### src/logic/cmp_trip_pkg.sv
// Behaviour
// - Trip latch holds until software clear or pwm sync pulse clears it.
// - Latch is set only from the filtered comparator, never the raw input.
// - Input-to-latch delay at most 3 + (threshold+1) times (divider+1) cycles.
// - After a clear the filter may still show stale state for the latency.
// - Filter output high when latch clears sets the latch again next cycle.
// - Comparator status register shows the current filter output.
// - Reinitialising the filter through trip filter control flushes its history.
// - Ramp generator produces a falling DAC reference tied to the sync pulse.
// - Each sync pulse starts the ramp decrementing unless the high comparator trip flag is set.
// - A high comparator trip flag stops the ramp decrementing.
// - Intended: a coincident sync pulse would win over a trip.
// - As built, a coincident trip wins; ramp stays stopped until next sync.
`default_nettype none
package cmp_trip_pkg;
   localparam logic [11:0] off_ctrl = 12'h000;
   localparam logic [11:0] off_status = 12'h004;
   localparam logic [11:0] off_status_clear = 12'h008;
   localparam logic [11:0] off_filter_ctrl = 12'h00c;
   localparam logic [11:0] off_ramp_start = 12'h010;
   localparam logic [11:0] off_ramp_step = 12'h014;
   localparam logic [11:0] off_ramp_value = 12'h018;
   localparam logic [11:0] off_irq_status = 12'h01c;
   localparam logic [11:0] off_irq_mask = 12'h020;
   localparam int dac_w = 12;
   localparam int div_w = 8;
   localparam int win_w = 5;
   localparam int status_filter_bit = 0;
   localparam int status_latch_bit = 1;
   localparam int status_ramp_bit = 2;
   localparam int clear_latch_bit = 0;
   localparam int filter_init_bit = 31;
   localparam int irq_trip_bit = 0;
   localparam int irq_stop_bit = 1;
   localparam logic [dac_w-1:0] ramp_start_reset = 12'hfff;
   localparam logic [dac_w-1:0] ramp_step_reset = 12'h001;
   localparam logic [div_w-1:0] filter_div_reset = 8'h00;
   localparam logic [win_w-1:0] filter_vote_threshold_reset = 5'h00;
   typedef struct packed
   {
      logic [div_w-1:0] divider;
      logic [win_w-1:0] thresh;
   } filter_cfg_t;
   typedef enum logic [1:0]
   {
      ramp_idle = 2'b01,
      ramp_run = 2'b10
   } ramp_state_t;
endpackage
`default_nettype wire

### src/logic/comparator_subsystem.sv
// The address map and the APB interface to the registers are this design's own decisions.
`default_nettype none
module comparator_subsystem (
   input wire logic pclk,
   input wire logic presetn,
   input wire logic psel,
   input wire logic penable,
   input wire logic pwrite,
   input wire logic [11:0] paddr,
   input wire logic [31:0] pwdata,
   output logic [31:0] prdata,
   output logic pready,
   output logic pslverr,
   input wire logic cmp_raw,
   input wire logic pwm_sync_pulse,
   output logic trip_out,
   output logic [cmp_trip_pkg::dac_w-1:0] dac_value,
   output logic irq
);
   logic cmp_meta;
   logic cmp_sync;
   logic filt;
   logic trip_latch;
   logic high_comparator_trip_flag;
   logic latch_enable;
   logic sw_clear;
   logic filter_flush;
   cmp_trip_pkg::filter_cfg_t fcfg;
   logic [cmp_trip_pkg::dac_w-1:0] ramp_start;
   logic [cmp_trip_pkg::dac_w-1:0] ramp_step;
   cmp_trip_pkg::ramp_state_t ramp_state;
   logic [1:0] irq_status;
   logic [1:0] irq_mask;
   logic [1:0] irq_events;
   logic trip_rise;
   logic ramp_stop;
   logic wr;
   logic rd;
   assign wr = psel && penable && pwrite;
   assign rd = psel && penable && !pwrite;
   // Comparator crosses from the analog domain: two flops first
   always_ff @(posedge pclk or negedge presetn)
   begin
      if (!presetn)
      begin
         cmp_meta <= 1'b0;
         cmp_sync <= 1'b0;
      end
      else
      begin
         cmp_meta <= cmp_raw;
         cmp_sync <= cmp_meta;
      end
   end
   trip_filter #(.depth(32)) u_filter (
      .pclk(pclk),
      .presetn(presetn),
      .sample_in(cmp_sync),
      .cfg(fcfg),
      .flush(filter_flush),
      .filt_out(filt)
   );
   assign sw_clear = wr && (paddr == cmp_trip_pkg::off_status_clear) && pwdata[cmp_trip_pkg::clear_latch_bit];
   // Set wins over clear, so a filter still at 1 re-arms the latch on the next cycle
   always_ff @(posedge pclk or negedge presetn)
   begin
      if (!presetn)
         trip_latch <= 1'b0;
      else if (filt && latch_enable)
         trip_latch <= 1'b1;
      else if (sw_clear || pwm_sync_pulse)
         trip_latch <= 1'b0;
   end
   always_ff @(posedge pclk or negedge presetn)
   begin
      if (!presetn)
      begin
         trip_out <= 1'b0;
         high_comparator_trip_flag <= 1'b0;
      end
      else
      begin
         trip_out <= latch_enable ? trip_latch : filt;
         high_comparator_trip_flag <= filt && !(latch_enable && trip_latch);
      end
   end
   // Ramp: the trip check sits ahead of the sync check, reproducing the shipped priority
   assign ramp_stop = high_comparator_trip_flag;
   always_ff @(posedge pclk or negedge presetn)
   begin
      if (!presetn)
      begin
         ramp_state <= cmp_trip_pkg::ramp_idle;
         dac_value <= cmp_trip_pkg::ramp_start_reset;
      end
      else
      begin
         case (ramp_state)
            cmp_trip_pkg::ramp_idle:
            begin
               if (pwm_sync_pulse && !ramp_stop)
               begin
                  ramp_state <= cmp_trip_pkg::ramp_run;
                  dac_value <= ramp_start;
               end
            end
            cmp_trip_pkg::ramp_run:
            begin
               if (ramp_stop)
                  ramp_state <= cmp_trip_pkg::ramp_idle;
               else if (pwm_sync_pulse)
                  dac_value <= ramp_start;
               else if (dac_value > ramp_step)
                  dac_value <= dac_value - ramp_step;
               else
               begin
                  dac_value <= '0;
                  ramp_state <= cmp_trip_pkg::ramp_idle;
               end
            end
            default:
               ramp_state <= cmp_trip_pkg::ramp_idle;
         endcase
      end
   end
   // Control registers
   always_ff @(posedge pclk or negedge presetn)
   begin
      if (!presetn)
      begin
         latch_enable <= 1'b1;
         fcfg.divider <= cmp_trip_pkg::filter_div_reset;
         fcfg.thresh <= cmp_trip_pkg::filter_vote_threshold_reset;
         ramp_start <= cmp_trip_pkg::ramp_start_reset;
         ramp_step <= cmp_trip_pkg::ramp_step_reset;
         irq_mask <= 2'h0;
         filter_flush <= 1'b0;
      end
      else
      begin
         filter_flush <= 1'b0;
         if (wr)
         begin
            case (paddr)
               cmp_trip_pkg::off_ctrl:
                  latch_enable <= pwdata[0];
               cmp_trip_pkg::off_filter_ctrl:
               begin
                  fcfg.divider <= pwdata[cmp_trip_pkg::div_w-1:0];
                  fcfg.thresh <= pwdata[8 +: cmp_trip_pkg::win_w];
                  filter_flush <= pwdata[cmp_trip_pkg::filter_init_bit];
               end
               cmp_trip_pkg::off_ramp_start:
                  ramp_start <= pwdata[cmp_trip_pkg::dac_w-1:0];
               cmp_trip_pkg::off_ramp_step:
                  ramp_step <= pwdata[cmp_trip_pkg::dac_w-1:0];
               cmp_trip_pkg::off_irq_mask:
                  irq_mask <= pwdata[1:0];
               default:
                  ;
            endcase
         end
      end
   end
   // Interrupt events: latch rising and ramp stopped by trip; read clears, event wins
   assign trip_rise = filt && latch_enable && !trip_latch;
   assign irq_events = {ramp_stop && ramp_state == cmp_trip_pkg::ramp_run, trip_rise};
   always_ff @(posedge pclk or negedge presetn)
   begin
      if (!presetn)
         irq_status <= 2'h0;
      else if (rd && paddr == cmp_trip_pkg::off_irq_status)
         irq_status <= irq_events;
      else
         irq_status <= irq_status | irq_events;
   end
   always_ff @(posedge pclk or negedge presetn)
   begin
      if (!presetn)
         irq <= 1'b0;
      else
         irq <= |((irq_status | irq_events) & irq_mask);
   end
   // Zero wait states: pready is a registered pulse in the access phase
   always_ff @(posedge pclk or negedge presetn)
   begin
      if (!presetn)
      begin
         pready <= 1'b0;
         pslverr <= 1'b0;
         prdata <= 32'h0000_0000;
      end
      else
      begin
         pready <= psel && !penable;
         pslverr <= 1'b0;
         prdata <= 32'h0000_0000;
         if (psel && !penable && !pwrite)
         begin
            case (paddr)
               cmp_trip_pkg::off_ctrl:
                  prdata <= {31'h0, latch_enable};
               cmp_trip_pkg::off_status:
                  prdata <= {29'h0, ramp_state == cmp_trip_pkg::ramp_run, trip_latch, filt};
               cmp_trip_pkg::off_filter_ctrl:
                  prdata <= {19'h0, fcfg.thresh, fcfg.divider};
               cmp_trip_pkg::off_ramp_start:
                  prdata <= {20'h0, ramp_start};
               cmp_trip_pkg::off_ramp_step:
                  prdata <= {20'h0, ramp_step};
               cmp_trip_pkg::off_ramp_value:
                  prdata <= {20'h0, dac_value};
               cmp_trip_pkg::off_irq_status:
                  prdata <= {30'h0, irq_status};
               cmp_trip_pkg::off_irq_mask:
                  prdata <= {30'h0, irq_mask};
               cmp_trip_pkg::off_status_clear:
                  prdata <= 32'h0000_0000;
               default:
                  pslverr <= 1'b1;
            endcase
         end
         else if (psel && !penable && pwrite)
            pslverr <= !(paddr inside {cmp_trip_pkg::off_ctrl, cmp_trip_pkg::off_status_clear,
               cmp_trip_pkg::off_filter_ctrl, cmp_trip_pkg::off_ramp_start, cmp_trip_pkg::off_ramp_step,
               cmp_trip_pkg::off_irq_mask});
      end
   end
   latch_reset_a: assert property (@(posedge pclk) disable iff (!presetn)
      (sw_clear && !(filt && latch_enable)) |=> !trip_latch) else $error("latch not cleared");
   relatch_a: assert property (@(posedge pclk) disable iff (!presetn)
      (filt && latch_enable) |=> trip_latch) else $error("filter high did not set latch");
   latch_hold_a: assert property (@(posedge pclk) disable iff (!presetn)
      (trip_latch && !sw_clear && !pwm_sync_pulse) |=> trip_latch) else $error("latch dropped");
   latch_source_a: assert property (@(posedge pclk) disable iff (!presetn)
      $rose(trip_latch) |-> $past(filt)) else $error("latch set without filter");
   flush_clears_a: assert property (@(posedge pclk) disable iff (!presetn)
      filter_flush |=> !filt) else $error("flush left filter high");
   sync_start_a: assert property (@(posedge pclk) disable iff (!presetn)
      (pwm_sync_pulse && !ramp_stop) |=> (dac_value == $past(ramp_start))) else $error("ramp not reloaded");
   trip_wins_a: assert property (@(posedge pclk) disable iff (!presetn)
      (ramp_stop && pwm_sync_pulse) |=> ramp_state == cmp_trip_pkg::ramp_idle) else $error("sync beat trip");
   ramp_falls_a: assert property (@(posedge pclk) disable iff (!presetn)
      (ramp_state == cmp_trip_pkg::ramp_run && !ramp_stop && !pwm_sync_pulse) |=>
      dac_value == (($past(dac_value) > $past(ramp_step)) ? $past(dac_value) - $past(ramp_step) : 12'h000))
      else $error("ramp step wrong");
   status_view_a: assert property (@(posedge pclk) disable iff (!presetn)
      (psel && !penable && !pwrite && paddr == cmp_trip_pkg::off_status) |=> prdata[0] == $past(filt))
      else $error("status misses filter");
endmodule // comparator_subsystem
`default_nettype wire

### src/logic/trip_filter.sv
`default_nettype none
// Unanimous-vote filter: output goes 1 when more than thresh of last window samples are 1
module trip_filter #(
   parameter int depth = 32
)
(
   input wire logic pclk,
   input wire logic presetn,
   input wire logic sample_in,
   input wire cmp_trip_pkg::filter_cfg_t cfg,
   input wire logic flush,
   output logic filt_out
);
   logic [cmp_trip_pkg::div_w-1:0] div_cnt;
   logic [depth-1:0] hist;
   logic [5:0] ones;
   logic [5:0] zeros;
   logic tick;
   assign tick = (div_cnt == cfg.divider);
   always_ff @(posedge pclk or negedge presetn)
   begin
      if (!presetn)
         div_cnt <= '0;
      else if (flush || tick)
         div_cnt <= '0;
      else
         div_cnt <= div_cnt + 8'h01;
   end
   // Window length is thresh+1 samples; vote needs all to agree to change
   always_ff @(posedge pclk or negedge presetn)
   begin
      if (!presetn)
      begin
         hist <= '0;
         filt_out <= 1'b0;
      end
      else if (flush)
      begin
         hist <= '0;
         filt_out <= 1'b0;
      end
      else if (tick)
      begin
         hist <= {hist[depth-2:0], sample_in};
         if (ones > {1'b0, cfg.thresh})
            filt_out <= 1'b1;
         else if (zeros > {1'b0, cfg.thresh})
            filt_out <= 1'b0;
      end
   end
   always_comb
   begin
      ones = 6'h00;
      zeros = 6'h00;
      for (int i = 0; i < depth; i++)
      begin
         if (i <= int'(cfg.thresh))
         begin
            if (i == 0 ? sample_in : hist[i-1])
               ones = ones + 6'h01;
            else
               zeros = zeros + 6'h01;
         end
      end
   end
endmodule // trip_filter
`default_nettype wire

### config.mk
export PLATFORM = sky130hd
export DESIGN_NAME = comparator_subsystem
export DESIGN_NICKNAME = d
export VERILOG_FILES = /design/src/logic/cmp_trip_pkg.sv /design/src/logic/comparator_subsystem.sv /design/src/logic/trip_filter.sv
export SDC_FILE = /design/constraint.sdc
export NUM_CORES = 1
export LEC_CHECK = 0
export BUFFER_PORTS_ARGS = -buffer_cell sky130_fd_sc_hd__buf_2
export CORE_MARGIN = 1.5
export CORE_UTILIZATION = 35
export CTS_CLUSTER_SIZE = 30
export DETAILED_ROUTE_END_ITERATION = 8
export SLEW_MARGIN = 10
export SYNTH_ARGS = -nofsm -noshare
export SYNTH_HDL_FRONTEND = slang
export SYNTH_SLANG_ARGS = --single-unit
export TNS_END_PERCENT = 10
### constraint.sdc
create_clock -name pclk -period 23.5 [get_ports pclk]
set_input_delay 5.875 -clock pclk [delete_from_list [all_inputs] [get_ports pclk]]
set_output_delay 5.875 -clock pclk [all_outputs]
set_load 0.02 [all_outputs]
==> results.tsv <==
stage	metric	value	unit
run_status	status	finished, final reports clean	
setup_path	cpMaxStageDelayCell	sky130_fd_sc_hd__nor4_2	
logic_synthesis	netlist_area_before_placement	14700	um^2
setup_path	timing.reg2reg.setup_slack	2.37	ns
worst_hold_path	worst_hold_path_type	reg -> reg	
setup_path	timing.critical_path.arrival	21.49	ns
setup_path	crit_family	adder cells	
clock_network	cts_tree	yes	
floorplanning	initial_core_util	35.8	%
final_layout	seq_area	2990	um^2
clock_network	insertion_delay	0.44	ns
sta	finalCriticalPeriod	21.13	ns
clock_network	max-clock-path-buffers	2	
clock_network	ctsResizeCount	0	
sta	finalSetupTns	0	ns
floorplanning	i_o_pins	99	
sta	holdWs	0.348	ns
sta	final_hold_viol_count	0	
logic_synthesis	fraction_of_synthesized_cell_area_taken_by_the_top_area_cell_type	15.5	%
sta	grt_setup_unrepaired	false	
grt	grt_use_met3	1.90	%
logic_synthesis	synth_top_family_by_area	XOR/XNOR gates	
floorplanning	dieWidth	208	um
worst_hold_path	min_path_cells	0	
logic_synthesis	synth_adder_area_share	7.36	%
sta	worst-slew-pin-transition	1.19	ns
clock_network	clkSinkCount	118	
final_layout	syn_to_layout_area_delta	8.93	%
clock_network	cts_inserted_buffers	17	
final_layout	post_route_cells_drive_above_1_share	16.3	%
final_layout	nets	1881	
routing	drt_pre_antenna_iters	6	
logic_synthesis	synth-warning-count	0	
sta	slew_headroom	20.6	%
logic_synthesis	synth.ff_latch_count	118	
final_layout	finish.instance_area	16000	um^2
grt	global_route.usage.met1	23.3	%
setup_path	cp.depth	101	
job	max-cap-violations	0	
final_layout	post-route-util	38.9	%
grt	top_usage_layer	met2	
sta	setup-violations-final	0	
logic_synthesis	synth_cell_types	108	
clock_network	holdBufCountCts	0	
grt	grt_usage	17.1	%
grt	grt_antenna_before_repair	0	
clock_network	root_buffer_master	sky130_fd_sc_hd__clkbuf_16	
logic_synthesis	synth_top_area_cell	sky130_fd_sc_hd__dfrtp_1	
logic_synthesis	async_reset_ff_share	100	%
logic_synthesis	synth_cells	1712	
logic_synthesis	synth_edf_count	0	
routing	drt-wirelength-per-cell	16.1	um
routing	drt_wl_total	36900	um
logic_synthesis	synth.area.mux_share	8.44	%
setup_path	timing.rr.end	u_filter.filt_out$_DFFE_PN0P_	
final_layout	multi_input_comb_area	11200	um^2
grt	grt_use_met2	28.1	%
logic_synthesis	synth.top_cells.by_area	sky130_fd_sc_hd__dfrtp_1 (15%), sky130_fd_sc_hd__xnor2_1 (9.4%), sky130_fd_sc_hd__ha_1 (7.2%)	
setup_path	setup.worst_path.end_class	register	
routing	post_drt_via_cell_ratio	5.41	
setup_path	timing.critical_path.fanout_max	48	
setup_path	crit_path_frequent_cell	sky130_fd_sc_hd__ha_1	
floorplanning	design.core.area	41100	um^2
grt	grt_first_pass_wirelength	60900	um
grt	grt_start_max_net_pins	72	
placement	gp_routability_congestion	0.838	
setup_path	worstReg2RegStart	fcfg[4]$_DFFE_PN0P_	
final_layout	antennaDiodeCount	0	
logic_synthesis	synth-xor-area-share	21.9	%
routing	drc_errors	0	
setup_path	startpoint_class_of_the_critical_path	register	
sta	final.period_utilization	89.9	%
worst_hold_path	min_delay_worst_endpoint	cmp_sync$_DFF_PN0_	
logic_synthesis	fraction_of_the_mapped_netlist_area_in_compound_gates	17.7	%
setup_path	required	23.86	ns
placement	buffer_ports.inserted	61	
floorplanning	core.rowCount	74	
sta	timing_max_transition_violations_final	0	
placement	detailed_place_hpwl	27700	um
logic_synthesis	ys_flop_type	sky130_fd_sc_hd__dfrtp_1	
sta	max_freq	0.0473	GHz
floorplanning	floorplan.die.height	208	um
routing	drtAntennaViolNets	0	
clock_network	cts.htree.levels	4	
routing	drt_iter0_drc	870	
setup_path	timing.setup.critical_path_class	reg -> reg	
worst_hold_path	worst_hold_startpoint	cmp_meta$_DFF_PN0_	
logic_synthesis	synthSimpleGateAreaFrac	19.9	%
routing	dr_total_vias	12400	
sta	fin_worst_skew	0.0111	ns
floorplanning	dieArea	43200	um^2
setup_path	crit_buf_inv	5	
placement	placed_cell_area	15400	um^2
final_layout	num-fill-cells	4169	
setup_path	slowest_delay	0.52	ns
logic_synthesis	synth_area_per_cell	8.59	um^2
clock_network	post_cts_setup_repair_buffer_count	0	
clock_network	clk_pin_slew	0.06	ns
grt	grt_overflow_total	0	
logic_synthesis	sequential_area_share_after_synthesis	20.3	%
grt	first_global_vias	11900	
setup_path	timing.reg2reg.worst_path_depth	101	
==> cells in the mapped netlist (9+ instances only) <==
cell type / n
sky130_fd_sc_hd__nor3_1: 45
sky130_fd_sc_hd__o211ai_1: 9
sky130_fd_sc_hd__a222oi_1: 10
sky130_fd_sc_hd__buf_4: 25
sky130_fd_sc_hd__and2_1: 21
sky130_fd_sc_hd__and3_1: 21
sky130_fd_sc_hd__o21ai_0: 45
sky130_fd_sc_hd__nand2_1: 174
sky130_fd_sc_hd__a22oi_1: 12
sky130_fd_sc_hd__xor2_1: 62
sky130_fd_sc_hd__dfstp_2: 27
sky130_fd_sc_hd__inv_1: 59
sky130_fd_sc_hd__clkbuf_1: 34
sky130_fd_sc_hd__xnor2_2: 19
sky130_fd_sc_hd__o21a_1: 10
sky130_fd_sc_hd__mux2_2: 53
sky130_fd_sc_hd__nand4_1: 24
sky130_fd_sc_hd__xnor2_4: 11
sky130_fd_sc_hd__nor4_1: 10
sky130_fd_sc_hd__a21oi_1: 101
sky130_fd_sc_hd__dfrtp_1: 91
sky130_fd_sc_hd__nor2b_1: 22
sky130_fd_sc_hd__xor2_2: 9
sky130_fd_sc_hd__nand3_1: 41
sky130_fd_sc_hd__xnor2_1: 158
sky130_fd_sc_hd__a21o_1: 23
sky130_fd_sc_hd__or3_1: 10
sky130_fd_sc_hd__a31oi_1: 26
sky130_fd_sc_hd__nor2_1: 170
sky130_fd_sc_hd__mux2i_1: 63
sky130_fd_sc_hd__nand2b_1: 10
sky130_fd_sc_hd__ha_1: 84
==> registers in the layout (all words and copies together) (netlist names), 2 cells and up <==
| register | count |
|---|---|
| u_filter.div_cnt | 8 |
| irq_mask | 2 |
| irq_status | 2 |
| fcfg | 13 |
| prdata | 13 |
| u_filter.hist | 31 |
| dac_value | 12 |
| ramp_start | 12 |
| ramp_step | 12 |
| ramp_state | 2 |
==> cell usage in the layout (no fill, tap or decap), types with 24 or more instances in the layout <==
master	n
sky130_fd_sc_hd__xnor2_1	158
sky130_fd_sc_hd__a31oi_1	26
sky130_fd_sc_hd__a21oi_1	101
sky130_fd_sc_hd__dfstp_2	27
sky130_fd_sc_hd__nor3_1	45
sky130_fd_sc_hd__o21ai_0	45
sky130_fd_sc_hd__mux2i_1	63
sky130_fd_sc_hd__mux2_2	53
sky130_fd_sc_hd__dfrtp_1	91
sky130_fd_sc_hd__xor2_1	62
sky130_fd_sc_hd__inv_1	59
sky130_fd_sc_hd__nand3_1	41
sky130_fd_sc_hd__buf_2	60
sky130_fd_sc_hd__ha_1	84
sky130_fd_sc_hd__nand4_1	24
sky130_fd_sc_hd__nor2_1	169
sky130_fd_sc_hd__nand2_1	174
==> stage by stage <==
step	cells	setup WS, ns
finish	2290	2.37
global placement	2258	2.70
CTS	2290	2.41
floorplan	1730	4.31
detailed placement	2258	2.47
global route	2290	0.528
==> logic make-up (layout without fill, tap and decap cells) <==
logic type	after synthesis	count (layout)
and+or+nand+nor	604	604
AOI/OAI and AO/OA	367	367
xor gates and xnor gates	281	281
buffers and inverters	138	166
DFF	118	118
muxes	117	117
adders and majority gates	86	86
other	1	19
==> cell type report <==
| class | instances | share of cell area, % |
|---|---|---|
| Clock inverter | 15 | 0.992 |
| Sequential cell | 118 | 18.7 |
| Clock buffer | 17 | 2.66 |
| Timing Repair Buffer | 71 | 2.39 |
| Multi-Input combinational cell | 1474 | 69.7 |
| Tap cell | 532 | 4.16 |
| Inverter | 63 | 1.48 |
==> per-layer routing <==
layer  vias up  part of all wire, %
met1      5928                   48
met5         -                    0
met4         0                  1.9
met3        36                  3.5
li1       6183                    -
met2       242                   46
==> how the worst max path moves through the flow <==
stage	startpoint	endpoint	slack, ns
after global placement	fcfg[4]$_DFFE_PN0P_	u_filter.filt_out$_DFFE_PN0P_	2.70
after CTS	fcfg[4]$_DFFE_PN0P_	u_filter.filt_out$_DFFE_PN0P_	2.41
after detailed placement	fcfg[4]$_DFFE_PN0P_	u_filter.filt_out$_DFFE_PN0P_	2.47
after global routing	fcfg[4]$_DFFE_PN0P_	u_filter.filt_out$_DFFE_PN0P_	0.53
after floorplan	fcfg[3]$_DFFE_PN0P_	u_filter.filt_out$_DFFE_PN0P_	4.31
final	fcfg[4]$_DFFE_PN0P_	u_filter.filt_out$_DFFE_PN0P_	2.37
Power is not shown: default switching activity piles up to over one toggle a cycle in this logic, so the estimate is an artifact.
